--- config.mk ---
export PLATFORM = sky130hd
export DESIGN_NAME = status_indicator
export DESIGN_NICKNAME = d
export VERILOG_FILES = /design/src/design/status_indicator.v
export VERILOG_INCLUDE_DIRS = /design/src /design/src/shared
export SDC_FILE = /design/constraint.sdc
export NUM_CORES = 1
export LEC_CHECK = 0
export BUFFER_PORTS_ARGS = -buffer_cell sky130_fd_sc_hd__buf_2
export CORE_AREA = 2 2 200 202
export DETAILED_ROUTE_END_ITERATION = 8
export DIE_AREA = 0 0 202 204
export GPL_TIMING_DRIVEN = 0
export PLACE_DENSITY = 0.71
export SLEW_MARGIN = 20
export SYNTH_ARGS = -nofsm -noshare
export SYNTH_HDL_FRONTEND = slang
export SYNTH_SLANG_ARGS = --single-unit
export TNS_END_PERCENT = 30
--- constraint.sdc ---
create_clock -name MCLK -period 2 [get_ports MCLK]
set_input_delay 0.4 -clock MCLK [delete_from_list [all_inputs] [get_ports MCLK]]
set_output_delay 0.4 -clock MCLK [all_outputs]
set_load 0.02 [all_outputs]
--- src/shared/indicator_map.vh ---
// Constants for the scanner status indicator
`ifndef INDICATOR_MAP_VH
`define INDICATOR_MAP_VH
`define CLK_PERIOD_NS 10
`define TICK_NS       1000000
`define BLINK_MS      250
`define RECOVER_MS    10000
`define FREE_MS       5000
`define ITEM_MS       1000
`define MS_W          14
`define ADDR_CTRL     12'h000
`define ADDR_STATUS   12'h004
`define ADDR_MASK     12'h008
`define ADDR_STATE    12'h00C
`define ADDR_ERRINFO  12'h010
`define CTRL_RST      32'h00000001
`define CTRL_DISP_EN  0
`define CTRL_LINK_LSB 1
`define EV_W          5
`define EV_ERR        0
`define EV_MSG        1
`define EV_RECOVER    2
`define EV_PING       3
`define EV_BOOT_DONE  4
`define SRC_A         2'h0
`define SRC_B         2'h1
`define SRC_DEV       2'h2
`define CLS_F         3'h0
`define CLS_E         3'h1
`define CLS_U         3'h2
`define CLS_I         3'h3
`define CLS_P         3'h4
`define CH_F          8'h46
`define CH_E          8'h45
`define CH_U          8'h55
`define CH_I          8'h49
`define CH_P          8'h50
`define CH_A          8'h41
`define CH_B          8'h42
`define CH_D          8'h44
`define CH_COLON      8'h3A
`define CH_ZERO       8'h30
`define CH_SP         8'h20
`define SCR_TYPE      4'h0
`define SCR_WIRELESS  4'h5
`define SCR_NEEDED    4'h6
`define SCR_DATE      4'h7
`define SCR_SIGN      4'h8
`define SCR_TILT      4'h9
`define SCR_FIELD     4'hA
`define SCR_WAIT      4'hB
`define SCR_XFER      4'hC
`define SCR_PING      4'hD
`define SCR_VIEW      4'hE
`define SCR_BLANK     4'hF
`define TXT_WAIT      "WAIT FOR SETUP          "
`define TXT_XFER      "SETUP LOADING           "
`define TXT_NEEDED    "SETUP NEEDED            "
`define TXT_PING      "PING "
`endif

--- src/design/status_indicator.v ---
// Scanner status indicator: LEDs, text display, error views, APB registers
//
// Local design decisions: the address map and the APB interface to the registers.
`include "indicator_map.vh"

// Behaviour
// LEDs 1-3 function A, 4-6 function B
// Red/green: off, red, red flashing, green
// Yellow: dark, flashing occupied, steady ready
// Yellow steady when free and link enabled
// Blue lit while warning field interrupted
// Normal display shows active field pair
// Unconfigured boot cycles items, then tilt
// Configured boot cycles items, then field pair
// Waiting and transfer messages during setup
// Ping shows message with device name
// Messages name source and code
// Class letters F, E, U, I, P
// Class letter first, then numeric code
// Non-locking errors clear after 10 s
// Locking errors clear only by power-up
// Field free 5 s returns normal display
// Object in field drops safety output pair
// One common blink period for flashing
module status_indicator #(
    parameter TICK_CYCLES = `TICK_NS / `CLK_PERIOD_NS
) (
    input  wire         MCLK,
    input  wire         SRST,
    input  wire         PSEL,
    input  wire         PENABLE,
    input  wire         PWRITE,
    input  wire [11:0]  PADDR,
    input  wire [31:0]  PWDATA,
    output reg  [31:0]  PRDATA,
    output wire         PREADY,
    output wire         PSLVERR,
    output reg          IRQ,
    input  wire [1:0]   SOP_REQ,
    input  wire [1:0]   PF_OCC,
    input  wire [1:0]   WF_OCC,
    input  wire [1:0]   RES_ACTIVE,
    input  wire [1:0]   RES_READY,
    input  wire [1:0]   RES_UNLOCK,
    input  wire [1:0]   LINK_ENABLED,
    input  wire         BOOTING,
    input  wire         CFG_STORED,
    input  wire         CFG_WAIT,
    input  wire         CFG_XFER,
    input  wire         PING,
    input  wire         MSG_SET,
    input  wire [1:0]   MSG_SRC,
    input  wire [2:0]   MSG_CLASS,
    input  wire [11:0]  MSG_CODE,
    input  wire         MSG_LOCK,
    input  wire [191:0] SRC_TEXT,
    output reg  [1:0]   SOP_OUT,
    output reg          LED1_RED,
    output reg          LED1_GRN,
    output reg          LED2,
    output reg          LED3,
    output reg          LED4,
    output reg          LED5,
    output reg          LED6_RED,
    output reg          LED6_GRN,
    output reg  [3:0]   DISP_SCREEN,
    output reg  [191:0] DISP_TEXT
);

    localparam ST_BOOT = 3'b001;
    localparam ST_RUN  = 3'b010;
    localparam ST_VIEW = 3'b100;

    ////////////////////////////////////////////////////////////////////////
    // Millisecond tick and blink

    reg  [31:0]        tick_cnt_reg;
    reg                tick_reg;
    reg  [`MS_W-1:0]   blink_cnt_reg;
    reg                blink_reg;

    always @(posedge MCLK) begin
        if (SRST) begin
            tick_cnt_reg  <= 32'h00000000;
            tick_reg      <= 1'b0;
            blink_cnt_reg <= {`MS_W{1'b0}};
            blink_reg     <= 1'b0;
        end else begin
            tick_reg <= (tick_cnt_reg == TICK_CYCLES - 1);
            if (tick_cnt_reg == TICK_CYCLES - 1)
                tick_cnt_reg <= 32'h00000000;
            else
                tick_cnt_reg <= tick_cnt_reg + 32'h00000001;
            if (tick_reg) begin
                if (blink_cnt_reg == `BLINK_MS - 1) begin
                    blink_cnt_reg <= {`MS_W{1'b0}};
                    blink_reg     <= ~blink_reg;
                end else begin
                    blink_cnt_reg <= blink_cnt_reg + 1'b1;
                end
            end
        end
    end

    ////////////////////////////////////////////////////////////////////////
    // Error and message state

    reg                err_act_reg;
    reg                err_lock_reg;
    reg  [1:0]         msg_src_reg;
    reg  [2:0]         msg_class_reg;
    reg  [11:0]        msg_code_reg;
    reg  [`MS_W-1:0]   rec_cnt_reg;
    reg  [1:0]         hold_reg;
    reg                recover_ev;
    wire               msg_is_err = MSG_SET & (MSG_CLASS != `CLS_I);
    wire [1:0]         fault;

    always @(posedge MCLK) begin
        if (SRST) begin
            err_act_reg   <= 1'b0;
            err_lock_reg  <= 1'b0;
            msg_src_reg   <= `SRC_DEV;
            msg_class_reg <= `CLS_I;
            msg_code_reg  <= 12'h000;
            rec_cnt_reg   <= {`MS_W{1'b0}};
            hold_reg      <= 2'b00;
            recover_ev    <= 1'b0;
        end else begin
            recover_ev <= 1'b0;
            hold_reg   <= hold_reg & ~RES_UNLOCK;
            if (err_act_reg && !err_lock_reg && tick_reg) begin
                if (rec_cnt_reg == `RECOVER_MS - 1) begin
                    err_act_reg <= 1'b0;
                    hold_reg    <= fault;
                    recover_ev  <= 1'b1;
                    rec_cnt_reg <= {`MS_W{1'b0}};
                end else begin
                    rec_cnt_reg <= rec_cnt_reg + 1'b1;
                end
            end
            if (MSG_SET) begin
                msg_src_reg   <= MSG_SRC;
                msg_class_reg <= MSG_CLASS;
                msg_code_reg  <= MSG_CODE;
            end
            if (msg_is_err) begin
                err_act_reg  <= 1'b1;
                rec_cnt_reg  <= {`MS_W{1'b0}};
                err_lock_reg <= err_lock_reg | MSG_LOCK;
            end
        end
    end

    ////////////////////////////////////////////////////////////////////////
    // Per-function safety outputs and LEDs

    reg  [1:0] red_v;
    reg  [1:0] grn_v;
    reg  [1:0] yel_v;
    reg  [1:0] blu_v;
    reg  [31:0] ctrl_reg;

    genvar f;
    generate
        for (f = 0; f < 2; f = f + 1) begin : g_func
            assign fault[f] = err_act_reg &
                              ((msg_src_reg == f) | (msg_src_reg == `SRC_DEV));
            always @(posedge MCLK) begin
                if (SRST) begin
                    SOP_OUT[f] <= 1'b0;
                    red_v[f]   <= 1'b0;
                    grn_v[f]   <= 1'b0;
                    yel_v[f]   <= 1'b0;
                    blu_v[f]   <= 1'b0;
                end else begin
                    SOP_OUT[f] <= SOP_REQ[f] & ~PF_OCC[f] & ~fault[f] & ~hold_reg[f];
                    red_v[f]   <= fault[f] ? blink_reg : ~SOP_OUT[f];
                    grn_v[f]   <= ~fault[f] & SOP_OUT[f];
                    if (PF_OCC[f])
                        yel_v[f] <= blink_reg;
                    else
                        yel_v[f] <= (RES_ACTIVE[f] & RES_READY[f]) |
                                    (ctrl_reg[`CTRL_LINK_LSB + f] & LINK_ENABLED[f]);
                    blu_v[f]   <= WF_OCC[f];
                end
            end
        end
    endgenerate

    always @* begin
        LED1_RED = red_v[0];
        LED1_GRN = grn_v[0];
        LED2     = yel_v[0];
        LED3     = blu_v[0];
        LED4     = blu_v[1];
        LED5     = yel_v[1];
        LED6_RED = red_v[1];
        LED6_GRN = grn_v[1];
    end

    ////////////////////////////////////////////////////////////////////////
    // Display mode machine

    reg  [2:0]       state_reg;
    reg  [3:0]       item_reg;
    reg  [`MS_W-1:0] item_cnt_reg;
    reg  [`MS_W-1:0] free_cnt_reg;
    reg              ping_view_reg;
    reg              boot_d_reg;
    wire             view_ev = MSG_SET | PING;
    wire [3:0]       last_item = CFG_STORED ? `SCR_TILT : `SCR_NEEDED;

    always @(posedge MCLK) begin
        if (SRST) begin
            state_reg     <= ST_BOOT;
            item_reg      <= `SCR_TYPE;
            item_cnt_reg  <= {`MS_W{1'b0}};
            free_cnt_reg  <= {`MS_W{1'b0}};
            ping_view_reg <= 1'b0;
            boot_d_reg    <= 1'b0;
        end else begin
            boot_d_reg <= BOOTING;
            if (tick_reg)
                item_cnt_reg <= (item_cnt_reg == `ITEM_MS - 1) ? {`MS_W{1'b0}} :
                                item_cnt_reg + 1'b1;
            if (|PF_OCC)
                free_cnt_reg <= {`MS_W{1'b0}};
            else if (tick_reg && free_cnt_reg != `FREE_MS)
                free_cnt_reg <= free_cnt_reg + 1'b1;
            case (state_reg)
                ST_BOOT: begin
                    if (tick_reg && item_cnt_reg == `ITEM_MS - 1) begin
                        if (item_reg == last_item)
                            item_reg <= `SCR_TYPE;
                        else if (item_reg == `SCR_WIRELESS)
                            item_reg <= CFG_STORED ? `SCR_DATE : `SCR_NEEDED;
                        else
                            item_reg <= item_reg + 4'h1;
                    end
                    if (!BOOTING)
                        state_reg <= ST_RUN;
                end
                ST_RUN: begin
                    if (view_ev) begin
                        state_reg    <= ST_VIEW;
                        free_cnt_reg <= {`MS_W{1'b0}};
                    end
                end
                ST_VIEW: begin
                    if (view_ev)
                        free_cnt_reg <= {`MS_W{1'b0}};
                    else if (free_cnt_reg == `FREE_MS)
                        state_reg <= ST_RUN;
                end
                default: state_reg <= ST_BOOT;
            endcase
            if (PING)
                ping_view_reg <= 1'b1;
            else if (MSG_SET)
                ping_view_reg <= 1'b0;
        end
    end

    ////////////////////////////////////////////////////////////////////////
    // Display text

    reg  [7:0]   cls_ch;
    reg  [7:0]   src_ch;
    reg  [3:0]   scr_v;
    reg  [191:0] txt_v;

    always @* begin
        case (msg_class_reg)
            `CLS_F:  cls_ch = `CH_F;
            `CLS_E:  cls_ch = `CH_E;
            `CLS_U:  cls_ch = `CH_U;
            `CLS_P:  cls_ch = `CH_P;
            default: cls_ch = `CH_I;
        endcase
        case (msg_src_reg)
            `SRC_A:  src_ch = `CH_A;
            `SRC_B:  src_ch = `CH_B;
            default: src_ch = `CH_D;
        endcase
        scr_v = `SCR_BLANK;
        txt_v = {24{`CH_SP}};
        if (!ctrl_reg[`CTRL_DISP_EN]) begin
            scr_v = `SCR_BLANK;
        end else if (CFG_XFER) begin
            scr_v = `SCR_XFER;
            txt_v = `TXT_XFER;
        end else if (CFG_WAIT) begin
            scr_v = `SCR_WAIT;
            txt_v = `TXT_WAIT;
        end else if (state_reg == ST_VIEW && ping_view_reg) begin
            scr_v = `SCR_PING;
            txt_v = {`TXT_PING, SRC_TEXT[191:40]};
        end else if (state_reg == ST_VIEW) begin
            scr_v = `SCR_VIEW;
            txt_v = {src_ch, `CH_COLON, cls_ch,
                     `CH_ZERO + {4'h0, msg_code_reg[11:8]},
                     `CH_ZERO + {4'h0, msg_code_reg[7:4]},
                     `CH_ZERO + {4'h0, msg_code_reg[3:0]}, {18{`CH_SP}}};
        end else if (state_reg == ST_BOOT) begin
            scr_v = item_reg;
            txt_v = (item_reg == `SCR_NEEDED) ? `TXT_NEEDED : SRC_TEXT;
        end else begin
            scr_v = CFG_STORED ? `SCR_FIELD : `SCR_TILT;
            txt_v = SRC_TEXT;
        end
    end

    always @(posedge MCLK) begin
        if (SRST) begin
            DISP_SCREEN <= `SCR_BLANK;
            DISP_TEXT   <= {24{`CH_SP}};
        end else begin
            DISP_SCREEN <= scr_v;
            DISP_TEXT   <= txt_v;
        end
    end

    ////////////////////////////////////////////////////////////////////////
    // APB registers and interrupt

    reg  [`EV_W-1:0] status_reg;
    reg  [`EV_W-1:0] mask_reg;
    wire [`EV_W-1:0] ev;
    wire             wr_acc = PSEL & PENABLE & PWRITE;
    reg              hit;

    assign ev[`EV_ERR]       = msg_is_err;
    assign ev[`EV_MSG]       = MSG_SET & ~msg_is_err;
    assign ev[`EV_RECOVER]   = recover_ev;
    assign ev[`EV_PING]      = PING;
    assign ev[`EV_BOOT_DONE] = boot_d_reg & ~BOOTING;
    assign PREADY            = 1'b1;
    assign PSLVERR           = PSEL & PENABLE & ~hit;

    always @* begin
        case (PADDR)
            `ADDR_CTRL, `ADDR_STATUS, `ADDR_MASK,
            `ADDR_STATE, `ADDR_ERRINFO: hit = 1'b1;
            default:                    hit = 1'b0;
        endcase
    end

    always @(posedge MCLK) begin
        if (SRST) begin
            ctrl_reg   <= `CTRL_RST;
            status_reg <= {`EV_W{1'b0}};
            mask_reg   <= {`EV_W{1'b0}};
            PRDATA     <= 32'h00000000;
            IRQ        <= 1'b0;
        end else begin
            if (wr_acc && PADDR == `ADDR_CTRL)
                ctrl_reg <= {29'h00000000, PWDATA[2:0]};
            if (wr_acc && PADDR == `ADDR_MASK)
                mask_reg <= PWDATA[`EV_W-1:0];
            if (wr_acc && PADDR == `ADDR_STATUS)
                status_reg <= (status_reg & ~PWDATA[`EV_W-1:0]) | ev;
            else
                status_reg <= status_reg | ev;
            IRQ <= |(status_reg & mask_reg);
            if (PSEL && !PENABLE) begin
                case (PADDR)
                    `ADDR_CTRL:    PRDATA <= ctrl_reg;
                    `ADDR_STATUS:  PRDATA <= {27'h0000000, status_reg};
                    `ADDR_MASK:    PRDATA <= {27'h0000000, mask_reg};
                    `ADDR_STATE:   PRDATA <= {19'h00000, SOP_OUT, hold_reg,
                                              err_lock_reg, err_act_reg,
                                              state_reg, DISP_SCREEN};
                    `ADDR_ERRINFO: PRDATA <= {15'h0000, msg_src_reg,
                                              msg_class_reg, msg_code_reg};
                    default:       PRDATA <= 32'h00000000;
                endcase
            end
        end
    end

endmodule

Yosys cells after proc, flatten, opt, wreduce, memory -nomap -nowiden
Index checks and enable logic that the tools add are counted.

storage, ports and cells
  register bits = 373
  latch bits = 0
  bits in writable memories = 0
  bits in read-only memories = 0
  output and inout port bits = 241
  logic and storage cells = 201
  memories = 0

cells by class
  add/sub/neg operators = 9
  multiply operators = 0
  divide/modulo/power cells = 0
  $lt $le $gt $ge = 0
  equal/unequal tests = 26
  shift operators = 0
  muxes and demuxes = 45
  bitwise logic cells = 47
  reductions and logical operators = 33

operator list
  cell                                                      count
  2-to-1 mux 192 bit                                        3
  2-to-1 mux 191 bit                                        3
  2-to-1 mux 14 bit                                         7
  case mux 17 bit (5 select lines)                          1
  adder 14 x 1 -> 14 bit (second input constant)            4
  adder 32 x 1 -> 32 bit (second input constant)            1
  == test 32 x 17 -> 1 bit (second input constant)          1
  == test 12 x 4 -> 1 bit (second input constant)           2
  adder 6 x 4 -> 7 bit (first input constant)               3
  2-to-1 mux 3 bit                                          7
  bitwise AND 1 bit                                         20
  case mux 5 bit (4 select lines)                           1
  2-to-1 mux 4 bit                                          4
  OR reduction 5 bit                                        3
  == test 14 x 10 -> 1 bit (second input constant)          1
  == test 14 x 13 -> 1 bit (second input constant)          1
  == test 14 bit (second input constant)                    1
  == test 14 x 8 -> 1 bit (second input constant)           1
  inequality test 14 x 13 -> 1 bit (second input constant)  1
  NOT 1 bit                                                 14
  == test 12 x 3 -> 1 bit (second input constant)           1
  == test 12 x 5 -> 1 bit (second input constant)           1
  logical NOT 12 bit                                        1
  2-to-1 mux 1 bit                                          12
  other kinds (31)                                          66

Logic depth before layout (Yosys ltp)
Gate-level depths: netlist (run 1).

  word-level depth = 7
  depth in mapped cells = 8

Worst setup path after synthesis (run 1)
No wires, ideal clock.

  kind = input to register
  start point = in CFG_XFER
  end point = reg DISP_TEXT[12]
  setup time = 0.060 ns
  arrival = 2.050 ns
  setup slack = -0.109 ns
  stages = 6
  path buffers = 3
  path through = buf_2 > or3b_1 > buf_2 > a2111oi_4 > buf_6 > a22o_1

on the way
  word-level cells in the longest chain between the ends = 1

ends and longest elaborated chain
  what                          line                    source
  start, declared               status_indicator.v:49   input wire CFG_XFER,
  OR reduction 4 bit (no line)  n/a
  end signal, assigned          status_indicator.v:317  DISP_TEXT <= {24{`CH_SP}};
  end signal, assigned          status_indicator.v:320  DISP_TEXT <= txt_v;
  end, declared                 status_indicator.v:67   output reg [191:0] DISP_TEXT

No other way between the ends.
A chain may end at the register's enable or synchronous reset.

Final worst setup path (run 1)
  start point = in PADDR[9]
  end point = out PSLVERR

on the way
  word-level cells in the longest chain between the ends = 5
  elaborated cells between the ends (all ways) = 9

ends and longest elaborated chain
  what                                             line                    source
  start, declared                                  status_indicator.v:33   input wire [11:0] PADDR,
  == test 12 x 4 -> 1 bit (tied with other cells)  status_indicator.v:342  case (PADDR)
  OR reduction 5 bit *                             status_indicator.v:342
  2-to-1 mux 1 bit *                               status_indicator.v:342
  NOT 1 bit *                                      status_indicator.v:339  assign PSLVERR = PSEL & PENABLE & ~hit;
  bitwise AND 1 bit *                              status_indicator.v:339
  end, declared                                    status_indicator.v:37   output wire PSLVERR,

Every way passes the cells marked *; elsewhere a longest branch is shown, timed or not.

==> results.md, run 1 <==
- Pin slew with the least headroom to its limit: ~0.84 ns
- First-pass GRT wire length: 85.9 mm
- Syn. warnings: 0
- Starting Density: 0.361
- Worst setup path endpoint: PSLVERR
- Number of global-route vias before repair: 13600
- Avg Cell Area, Syn: 9.41 sq um
- DRC violations left: 0
- Drt first-iter violations: 1054
- Die Span Y: 204 um
- CTS Buf Count: 39
- Largest register FFs: approximately 190
- Final Hold Viols: 0
- Max cap viols: 0
- FF-to-FF setup slack: 0.01 ns
- Leak Pwr: roughly 0.0083 uW
- Arr. time, crit path: 1.61 ns
- Worst Slack Setup Final: -0.00621 ns
- Commonest non-fill, non-tap cell in the layout: buf_2
- Post-synth ARST share: 0
- Die X: roughly 200 um
- Max Fclk: about 500 MHz
- CP required: around 1.6 ns
- Total track usage: 0.279
- RSZ-0062 raised after global routing: yes
- Setup crit start kind: input pin
- Wire per inst: 23.1 um
- Die ar.: 41200 sq um
- Synth unique cells: 71
- Total gr overflow: 0
- Num rows: 73
- Worst Setup SP: PADDR[9]
- Reg2reg start: rec_cnt_reg[4]$_SDFFE_PP0P_
- Cells after Synth: 1504
- Port Buf Inserts: around 470
- Outcome: complete, but fails checks
- Post-DRT Antenna Nets: 0
- Final non-filler cell total: 2608
- CTS tree: done
- Largest net degree at the start of global routing: 14
- Worst VDD drop: 535 uV
- Avg Vias per Cell: 5.43
- CP Max Fanout: 4
- Synth Flop Type: dfxtp_1
- Core area: 39200 sq um
- CTS clk-pin slew, worst paths: ~0.07 ns
- Min Tclk post-route: 2.01 ns
- Total clock sinks: 358
- P&R area growth vs syn: 35.4%
- Worst Hold Slack: 0.0331 ns
- I/O pin count: 520
- Most frequent cells in the layout: 483 x buf_2, 342 x dfxtp_1, 134 x a21oi_1
- Drt total wl: 60.3 mm
- CP Capture Type: output pin
- H-tree depth: 2
- Number of enable flip-flop cells after synthesis: 0
- CP Class: input pin to output pin
- Gpl congestion: 0.970
- Final Max Tran Viols: 0
- Critical R2R Capture: rec_cnt_reg[2]$_SDFFE_PP0P_
- Via count: ~14000
- Final setup violating endpoints: 1
- Final net count: 2339
- Failing checks: negative setup slack
- Path depth of the worst reg2reg path: 5
- Netlist Area Pre-Place: 14200 sq um
- Placed wire-length estimate: 47.3 mm
- Fin crit share: 1.00
- Max Root-Sink Buffers: 3
- Placed Cells incl. Taps: 2515
- Max_slew headroom: 0.437
- Initial antenna violation count: 16
- Register area share after synthesis: 0.506
- Synthesis-stage register bit count: 358
- Cell Pwr Density: 862 nW/um^2
- Hold WC Path Type: input pin to register
- Worst Clk Skew: 0.0294 ns
- Clock latency on the worst-skew pair: 0.57 ns
- CTS root buf: clkbuf_16
- Layout cells sized above 1: 0.342
- First-pass DRT Iterations: 7
- Final core occ: 0.489
-- synth_stat cells (all sizes together), types with 7 or more instances --
cell	count	area [sq um]
o31ai	13	97.6
or4	20	150
o21ai	106	531
nand4	25	156
o21a	9	67.6
nor4	13	93.8
and2	12	75.1
buf	51	339
nor2b	20	125
nor2	124	465
a21oi	137	686
and3	9	56.3
mux2i	34	340
or2	7	43.8
nand3	35	175
a31oi	30	188
or3	26	163
nand2	83	312
xor2	22	193
clkbuf	65	244
nor3	21	105
o22a	12	105
xnor2	28	245
dfxtp	358	7170
ha	13	163
a22o	92	806
inv	32	120
a22oi	14	105
and4	12	105
a211oi	9	67.6
-- worst min-delay path by stage --
| stage | from | end | slack, ns | depth (start not counted) |
|---|---|---|---|---|
| after floorplan | recover_ev$_SDFF_PP0_ | status_reg[2]$_SDFF_PP0_ | 0.42 | 1 |
| after global placement | tick_cnt_reg[0]$_SDFF_PP0_ | tick_cnt_reg[0]$_SDFF_PP0_ | 0.44 | 1 |
| after detailed placement | recover_ev$_SDFF_PP0_ | status_reg[2]$_SDFF_PP0_ | 0.44 | 1 |
| after CTS | SRC_TEXT[189] | DISP_TEXT[189]$_SDFF_PP1_ | 0.02 | 3 |
| after global routing | SRC_TEXT[189] | DISP_TEXT[189]$_SDFF_PP1_ | 0.04 | 3 |
| final | SRC_TEXT[189] | DISP_TEXT[189]$_SDFF_PP1_ | 0.03 | 3 |
-- per-layer routing --
layer | vias to the layer above | track usage | part of all wire
li1 | 6514 | - | -
met4 | 2 | 0.150 | 0.054
met2 | 730 | 0.474 | 0.48
met3 | 164 | 0.0525 | 0.075
met1 | 6743 | 0.333 | 0.39
met5 | - | 0 | 0.00022
-- cells by family (layout without fill, tap and decap cells) --
| group | Yosys count | count (layout) | synth area share |
|---|---|---|---|
| AO/OA/AOI/OAI | 451 | 451 | 0.206 |
| XOR/XNOR | 50 | 50 | 0.0309 |
| adder cells (fa/ha/maj) | 13 | 13 | 0.0115 |
| buffers and inverters | 149 | 703 | 0.0499 |
| flip-flops | 358 | 358 | 0.506 |
| multiplexers | 38 | 38 | 0.0296 |
| other | 2 | 27 | 0.000531 |
| AND/OR/NAND/NOR | 443 | 443 | 0.165 |
-- critical path, cell delays in order --
cell and delay (ns):
buf_2 0.10, or4_4 0.60, nor3_4 0.22, a21oi_1 0.11, buf_2 0.17
-- stage by stage --
stage                     TNS (ns)  total power (uW)  setup WS [ns]  area, sq um
after floorplan              -1.46              8340        -0.0420        14200
after global placement     -109.87              9160         -0.803        17300
after detailed placement   -117.91              9170         -0.856        17300
after CTS                   -0.294             16500        -0.0816        18900
after global routing        -0.320             16900        -0.0576        19200
final                     -0.00621             16500       -0.00621        19200
-- what timing repair did --
| action | 4_1_cts | 5_1_grt |
|---|---|---|
| setup buffers | 11 | 7 |
| setup endpoints to repair | 276 | 251 |
| gates resized for setup | 96 | 73 |
| pin swaps | 4 | 6 |
| cloned | 2 | 1 |
| hold buffers | 0 | 0 |
-- where the power goes --
group          total, uW  internal [uW]  switching [uW]
combinational       1630            600            1030
sequential          7470           7340             134
clock               7420           4380            3030
-- cell type report --
type / instances / area [sq um]
Antenna cell: 11 / 27.5
Buffer: 111 / 697
Clock buffer: 52 / 1100
Clock inverter: 14 / 191
Fill cell: 3726 / 20000
Inverter: 33 / 124
Multi-Input combinational cell: 1011 / 6630
Sequential cell: 358 / 7200
Tap cell: 525 / 657
Timing Repair Buffer: 493 / 2550
No activity file was read; power rests on OpenSTA's default activity.
==> inputs of run 2 (changes only) <==
--- a/config.mk
+++ b/config.mk
@@ -6,12 +6,13 @@
 export SDC_FILE = /design/constraint.sdc
 export NUM_CORES = 1
 export LEC_CHECK = 0
-export BUFFER_PORTS_ARGS = -buffer_cell sky130_fd_sc_hd__buf_2
 export CORE_AREA = 2 2 200 202
 export DETAILED_ROUTE_END_ITERATION = 8
 export DIE_AREA = 0 0 202 204
+export DONT_BUFFER_PORTS = 1
 export GPL_TIMING_DRIVEN = 0
-export PLACE_DENSITY = 0.71
+export PLACE_DENSITY = 0.59
+export SKIP_CTS_REPAIR_TIMING = 1
 export SLEW_MARGIN = 20
 export SYNTH_ARGS = -nofsm -noshare
 export SYNTH_HDL_FRONTEND = slang
==> run 2 against run 1 <==
Compared with the run above: the run ends with negative hold slack, negative setup slack left; via count fell by 7.3%; final area down 4.2%; critical path type is now register to register; critical path depth up 1; wire length up 1.5%; highest routed layer unchanged; sequential power up 3.3%; non-clock buffer count fell by 325.
==> results.md, run 2 (same netlist as run 1, synthesis figures left out) <==
- Outcome: complete, but fails checks
- Failing checks: negative hold slack, negative setup slack
- Port Buf Inserts: 0 (-100%)
- Die ar.: 41200 sq um (unchanged)
- Largest register FFs: 192 (unchanged)
- Total power draw: 16200 uW (-2.2%)
- Wire per inst: 26.7 um (+15%)
- Largest net degree at the start of global routing: 15 (+1)
- CP required: 2.48 ns (+0.88 ns)
- CTS clk-pin slew, worst paths: 0.07 ns (about the same)
- Final net count: 2014 (-14%)
- Final Max Tran Viols: 0 (unchanged)
- Cell Pwr Density: 880 nW/um^2 (+2.1%)
- Num rows: 73 (unchanged)
- Min Tclk post-route: 2.11 ns (+0.0998 ns)
- Via count: 13100 (-7.3%)
- Avg Vias per Cell: 5.72 (+5.4%)
- Pin slew with the least headroom to its limit: 0.829 ns (-0.0152 ns)
- Placed wire-length estimate: 45.6 mm (-3.6%)
- Number of global-route vias before repair: 11600 (-15%)
- Core area: 39200 sq um (unchanged)
- Die X: 202 um (unchanged)
- CP Capture Type: register
- H-tree depth: 2 (unchanged)
- DP Area: 14900 sq um (-14%)
- Hold WC Path Type: input pin to register
- Arr. time, crit path: 2.59 ns (+0.98 ns)
- Top sig layer: met5
- Wl on met1: 23.3 mm (-0.22%)
- Max cap viols: 0 (unchanged)
- Drt total wl: 61.2 mm (+1.5%)
- P&R area growth vs syn: 29.7%
- I/O pin count: 520 (unchanged)
- CTS Buf Count: 39 (unchanged)
- Post-DRT Antenna Nets: 0 (unchanged)
- Placed Cells incl. Taps: 2043 (-19%)
- DRC violations left: 0 (unchanged)
- Fin crit share: 1.05 (+0.0499)
- Worst VDD drop: 620 uV (+16%)
- Gpl congestion: 0.986 (+1.6%)
- Drt first-iter violations: 1151 (+9.2%)
- Total gr overflow: 0 (unchanged)
- Total track usage: 0.265 (-0.0136)
- Worst Clk Skew: 0.0322 ns (+0.00281 ns)
- Final core occ: 0.469 (-0.0207)
- Starting Density: 0.361 (unchanged)
- Worst Hold Slack: -0.00533 ns (-0.0384 ns)
- Max Root-Sink Buffers: 3 (unchanged)
- CP Max Fanout: 10 (+6)
- CTS root buf: clkbuf_16
- Initial antenna violation count: 16 (unchanged)
- RSZ-0062 raised after global routing: yes
- Max_slew headroom: 0.447 (+0.0101)
- Max Fclk: 475 MHz (-4.7%)
- Worst Slack Setup Final: -0.106 ns (-0.0998 ns)
- Die Span Y: 204 um (unchanged)
- Met3 wire length: 5.73 mm (+27%)
- Layout cells sized above 1: 0.132 (-0.211)
- Final Hold Viols: 3 (+3)
- Setup crit start kind: register
- First-pass GRT wire length: 80.4 mm (-6.3%)
- Final non-filler cell total: 2294 (-12%)
- Commonest non-fill, non-tap cell in the layout: dfxtp_1
- Most frequent cells in the layout: 342 x dfxtp_1, 143 x dlygate4sd3_1, 132 x a21oi_1
- Clock latency on the worst-skew pair: 0.56 ns (about the same)
- Cell area after layout: 18400 sq um (-4.2%)
- Leak Pwr: 0.00681 uW (-18%)
- Metal2 WL: 29.0 mm (-0.46%)
- First-pass DRT Iterations: 6 (-1)
- CP Class: register to register
- CTS tree: done
- Total clock sinks: 358 (unchanged)
- Final setup violating endpoints: 33 (+32)
[run 2: metrics by stage]
stage	TNS, ns	hold slack, ns	worst slack, ns
after floorplan	-1.46	0.418	-0.0420
after global placement	-112.47	0.424	-0.859
after detailed placement	-114.69	0.437	-0.826
after CTS	-106.81	-0.0639	-0.750
after global routing	-6.26	-0.0237	-0.239
final	-1.21	-0.00533	-0.106
[run 2: worst paths after layout]
path	start	cells after the start	slack [ns]	endpoint
max	ping_view_reg$_SDFFE_PP0N_	6	-0.11	DISP_TEXT[23]$_SDFF_PP0_
min	SRC_TEXT[71]	1	-0.005	DISP_TEXT[31]$_SDFF_PP0_
max reg2reg	ping_view_reg$_SDFFE_PP0N_	6	-0.11	DISP_TEXT[23]$_SDFF_PP0_
min reg2reg	tick_cnt_reg[0]$_SDFF_PP0_	1	0.45	tick_cnt_reg[0]$_SDFF_PP0_
[run 2: per-layer routing]
layer,track usage,up-vias
met5,0,-
li1,-,5890
met4,0.125,2
met2,0.437,761
met1,0.316,6299
met3,0.0794,174
[run 2: critical path, stage by stage (launching register included)]
cell and delay (ns):
dfxtp_1 0.30, clkbuf_4 0.23, nand4bb_1 0.12, clkbuf_2 0.22, nor3_4 0.23, clkbuf_1 0.62, a22o_1 0.30
[run 2: power by group]
part / internal, uW / switching (uW)
clock network: 4280 / 3010
logic: 525 / 630
registers: 7350 / 377
total: 12100 / 4010
[run 2: area by class of cell]
cell class	count	area, sq um
antenna	22	55.1
clock inverter	10	96.3
multi-input combinational	1011	6590
timing repair buffer	165	1700
clock buffer	56	1190
tap	525	657
fill	3691	20800
inverter	33	126
sequential	358	7200
buffer	114	748
==> inputs of run 3 (changes only) <==
--- a/config.mk
+++ b/config.mk
@@ -6,9 +6,10 @@
 export SDC_FILE = /design/constraint.sdc
 export NUM_CORES = 1
 export LEC_CHECK = 0
-export CORE_AREA = 2 2 200 202
+export ABC_AREA = 1
+export CORE_AREA = 2 2 203 205
 export DETAILED_ROUTE_END_ITERATION = 8
-export DIE_AREA = 0 0 202 204
+export DIE_AREA = 0 0 205 207
 export DONT_BUFFER_PORTS = 1
 export GPL_TIMING_DRIVEN = 0
 export PLACE_DENSITY = 0.59
==> run 3 against run 2 <==
Compared with the run above: the flow finishes with violations (negative hold slack); maximum frequency rose by 8.4%; critical endpoint is now DISP_TEXT[55]$_SDFF_PP0_; worst setup slack improved by 0.16 ns; sequential share of layout area rose by 1.4 points; global-route usage rose by 0.60 points; via count rose by 5.8%; hold slack got worse by 0.014 ns; total power rose by 3.4%; clock power rose by 3%; utilization fell by 3.1 points; first-iteration DRC count rose by 7.6%; area after synthesis rose by 3.6%; cell count rose by 15%.
==> results.md, run 3 <==
- CTS Buf Count: 39 (unchanged)
- Min Tclk post-route: 1.94 ns (-0.163 ns)
- Pin slew with the least headroom to its limit: 0.786 ns (-0.0430 ns)
- Register area: 7170 sq um (-0.38%)
- First-pass DRT Iterations: 6 (unchanged)
- CTS clk-pin slew, worst paths: 0.06 ns (about the same)
- Drt first-iter violations: 1238 (+7.6%)
- Die ar.: 42400 sq um (+3.0%)
- Core area: 40400 sq um (+3.0%)
- Max_slew headroom: 0.476 (+0.0287)
- First-pass GRT wire length: 85.1 mm (+5.9%)
- Part of the power in registers: 0.471 (-0.007)
- Synth unique cells: 52 (-27%)
- Worst Clk Skew: 0.0177 ns (-0.0145 ns)
- Int Power: 12200 uW (+0.62%)
- Final setup violating endpoints: 0 (-100%)
- Most frequent cell after synthesis: dfxtp_1
- Worst VDD drop: 569 uV (-8.2%)
- Max Fclk: 515 MHz (+8.4%)
- Top post-synthesis cells by count: 358 x dfxtp_1, 329 x nand2_1, 250 x inv_1
- Worst Setup SP: state_reg[0]$_SDFFE_PP1P_
- CP required: 2.44 ns (-0.04 ns)
- Die Span Y: 207 um (+1.5%)
- Wire per inst: 22.9 um (-14%)
- CTS root buf: clkbuf_16
- Commonest non-fill, non-tap cell in the layout: dfxtp_1
- Area leader, netlist: dfxtp_1
- Die X: 205 um (+1.5%)
- Cell Pwr Density: 946 nW/um^2 (+7.5%)
- Avg Cell Area, Syn: 7.64 sq um (-19%)
- RSZ-0062 raised after global routing: yes
- Synth Flop Type: dfxtp_1
- Fin crit share: 0.971 (-0.0817)
- Layout cells sized above 1: 0.0962 (-0.0355)
- Via count: 13900 (+5.8%)
- Hold_sp: SRC_TEXT[53]
- Worst Hold Slack: -0.0196 ns (-0.0143 ns)
- Hold WC Path Type: input pin to register
- Arr. time, crit path: 2.39 ns (-0.20 ns)
- Multi-input logic area: 6100 sq um (-7.4%)
- Final Hold Viols: 9 (+6)
- Pre-CTS setup slack: -0.264 ns (+0.563 ns)
- CTS tree: done
- Gpl congestion: 0.986 (about the same)
- Total power draw: 16700 uW (+3.4%)
- Sink of the worst hold path: DISP_TEXT[13]$_SDFF_PP1_
- Switching Share: 0.268 (+0.0199)
- Setup crit start kind: register
- Cells after Synth: 1918 (+28%)
- Final Max Tran Viols: 0 (unchanged)
- Synth top area share: 0.489 (-0.0174)
- DRC violations left: 0 (unchanged)
- Port Buf Inserts: 0 (unchanged)
- Syn. warnings: 0 (unchanged)
- Number of enable flip-flop cells after synthesis: 0 (unchanged)
- Largest register FFs: 192 (unchanged)
- Switch Pwr: 4480 uW (+12%)
- I/O pin count: 520 (unchanged)
- Fill cell count: 4147 (+12%)
- Synthesis-stage register bit count: 358 (unchanged)
- Clock network fraction of total power: 0.447 (-0.004)
- Clock latency on the worst-skew pair: 0.56 ns (about the same)
- Starting Density: 0.363 (+0.00189)
- FF-to-FF setup slack: 0.06 ns (+0.16 ns)
- Netlist Area Pre-Place: 14700 sq um (+3.6%)
- Hold depth: 2 (+1)
- H-tree depth: 2 (unchanged)
- Max cap viols: 0 (unchanged)
- Max Root-Sink Buffers: 3 (unchanged)
- Worst Slack Setup Final: 0.0573 ns (+0.163 ns)
- CP Class: register to register
- Total clock sinks: 358 (unchanged)
- Largest net degree at the start of global routing: 15 (unchanged)
- Total track usage: 0.271 (+0.00604)
- Failing checks: negative hold slack
- Reg2reg start: state_reg[0]$_SDFFE_PP1P_
- Leak Pwr: 0.00718 uW (+5.6%)
- Avg Vias per Cell: 5.27 (-7.9%)
- Outcome: complete, but fails checks
- Final net count: 2355 (+17%)
- Total gr overflow: 0 (unchanged)
- Initial antenna violation count: 11 (-5)
- Number of global-route vias before repair: 12900 (+11%)
- Most frequent cells in the layout: 356 x dfxtp_1, 326 x nand2_1, 250 x inv_1
- Path depth of the worst reg2reg path: 8 (+2)
- Post-DRT Antenna Nets: 0 (unchanged)
- Placed wire-length estimate: 47.8 mm (+5.0%)
- Drt total wl: 60.5 mm (-1.1%)
- Top cells by area, synth: dfxtp_1 49%, nand2_1 8.4%, inv_1 6.4%
- Post-synth ARST share: 0 (unchanged)
- Num rows: 74 (+1.4%)
- P&R area growth vs syn: 20.5%
- Register area share after synthesis: 0.489 (-0.0174)
- Gate power share: 0.082 (+0.011)
- CP Capture Type: register
- CP Max Fanout: 10 (unchanged)
- Critical R2R Capture: DISP_TEXT[55]$_SDFF_PP0_
==> run 3: cell count changes in the layout (fill, tap and decap cells not counted), moves of 19 or more <==
cell           previous run  this run
or3_1                    24         0
o22ai_1                   0        35
a22o_1                   86         2
a21oi_1                 132       161
mux2i_1                  34         0
nor2_1                  124       175
nand2_1                  82       326
nand3_1                  33        97
dlygate4sd3_1           143        87
inv_1                    31       250
nor3_1                   19        38
o21ai_0                  91       161
nor2b_1                  19         0
xnor2_1                  28         5
==> run 3: worst max path at each step <==
stage                                            to  slack [ns]  depth (start not counted)
after floorplan                             PSLVERR        0.45                          6
after global placement    DISP_TEXT[169]$_SDFF_PP0_       -0.26                          6
after detailed placement  DISP_TEXT[169]$_SDFF_PP0_       -0.26                          6
after CTS                 DISP_TEXT[152]$_SDFF_PP0_       -0.26                          8
after global routing      DISP_TEXT[105]$_SDFF_PP0_       -0.01                          8
final                      DISP_TEXT[55]$_SDFF_PP0_        0.06                          8
==> run 3: cells by family after synthesis <==
family / Yosys count / share of synthesized area
other: 2 / 0.000512
buffers and inverters: 351 / 0.101
flip-flops: 358 / 0.489
XOR/XNOR: 26 / 0.0155
adder cells (fa/ha/maj): 13 / 0.0111
AND/OR/NAND/NOR: 719 / 0.216
AO/OA/AOI/OAI: 449 / 0.167
==> run 3: through the flow <==
stage / utilization / TNS, ns / area [sq um] / std cells
after detailed placement: 0.381 / -9.84 / 15400 / 2464
after floorplan: - / 0 / 14700 / 1932
after global routing: 0.437 / -0.0115 / 17700 / 2634
after global placement: 0.381 / -10.44 / 15400 / 2464
after CTS: 0.413 / -1.36 / 16700 / 2532
final: 0.438 / 0 / 17700 / 2637
==> run 3: critical path, stage by stage, from the launching register on <==
cell and delay [ns]:
dfxtp_1 0.35, inv_1 0.09, nand3_2 0.11, nor2_2 0.26
nand2_2 0.17, nor2_4 0.23, inv_2 0.10, buf_2 0.22
o22ai_1 0.29
==> run 3: per-layer routing <==
layer,GRT usage,up-vias,wire (um),part of all wire
li1,-,6540,-,-
met5,0,-,13,0.00021
met4,0.129,2,2840,0.047
met3,0.0774,136,5410,0.089
met2,0.469,639,29800,0.49
met1,0.305,6576,22400,0.37
==> run 3: final cells by class <==
class / count / area share
Sequential cell: 358 / 0.406
Multi-Input combinational cell: 1223 / 0.345
Clock buffer: 52 / 0.0638
Inverter: 263 / 0.0562
Timing Repair Buffer: 90 / 0.0506
Tap cell: 532 / 0.0377
Buffer: 88 / 0.0282
Clock inverter: 16 / 0.0103
Antenna cell: 15 / 0.00213
==> run 3: power groups by stage <==
| stage | sequential, uW | combinational [uW] | clock (uW) |
|---|---|---|---|
| after floorplan | 7920 | 806 | 0 |
| after global placement | 8030 | 1160 | 0 |
| after detailed placement | 8030 | 1170 | 0 |
| after CTS | 7870 | 1170 | 7550 |
| after global routing | 7880 | 1500 | 7850 |
| final | 7870 | 1360 | 7470 |
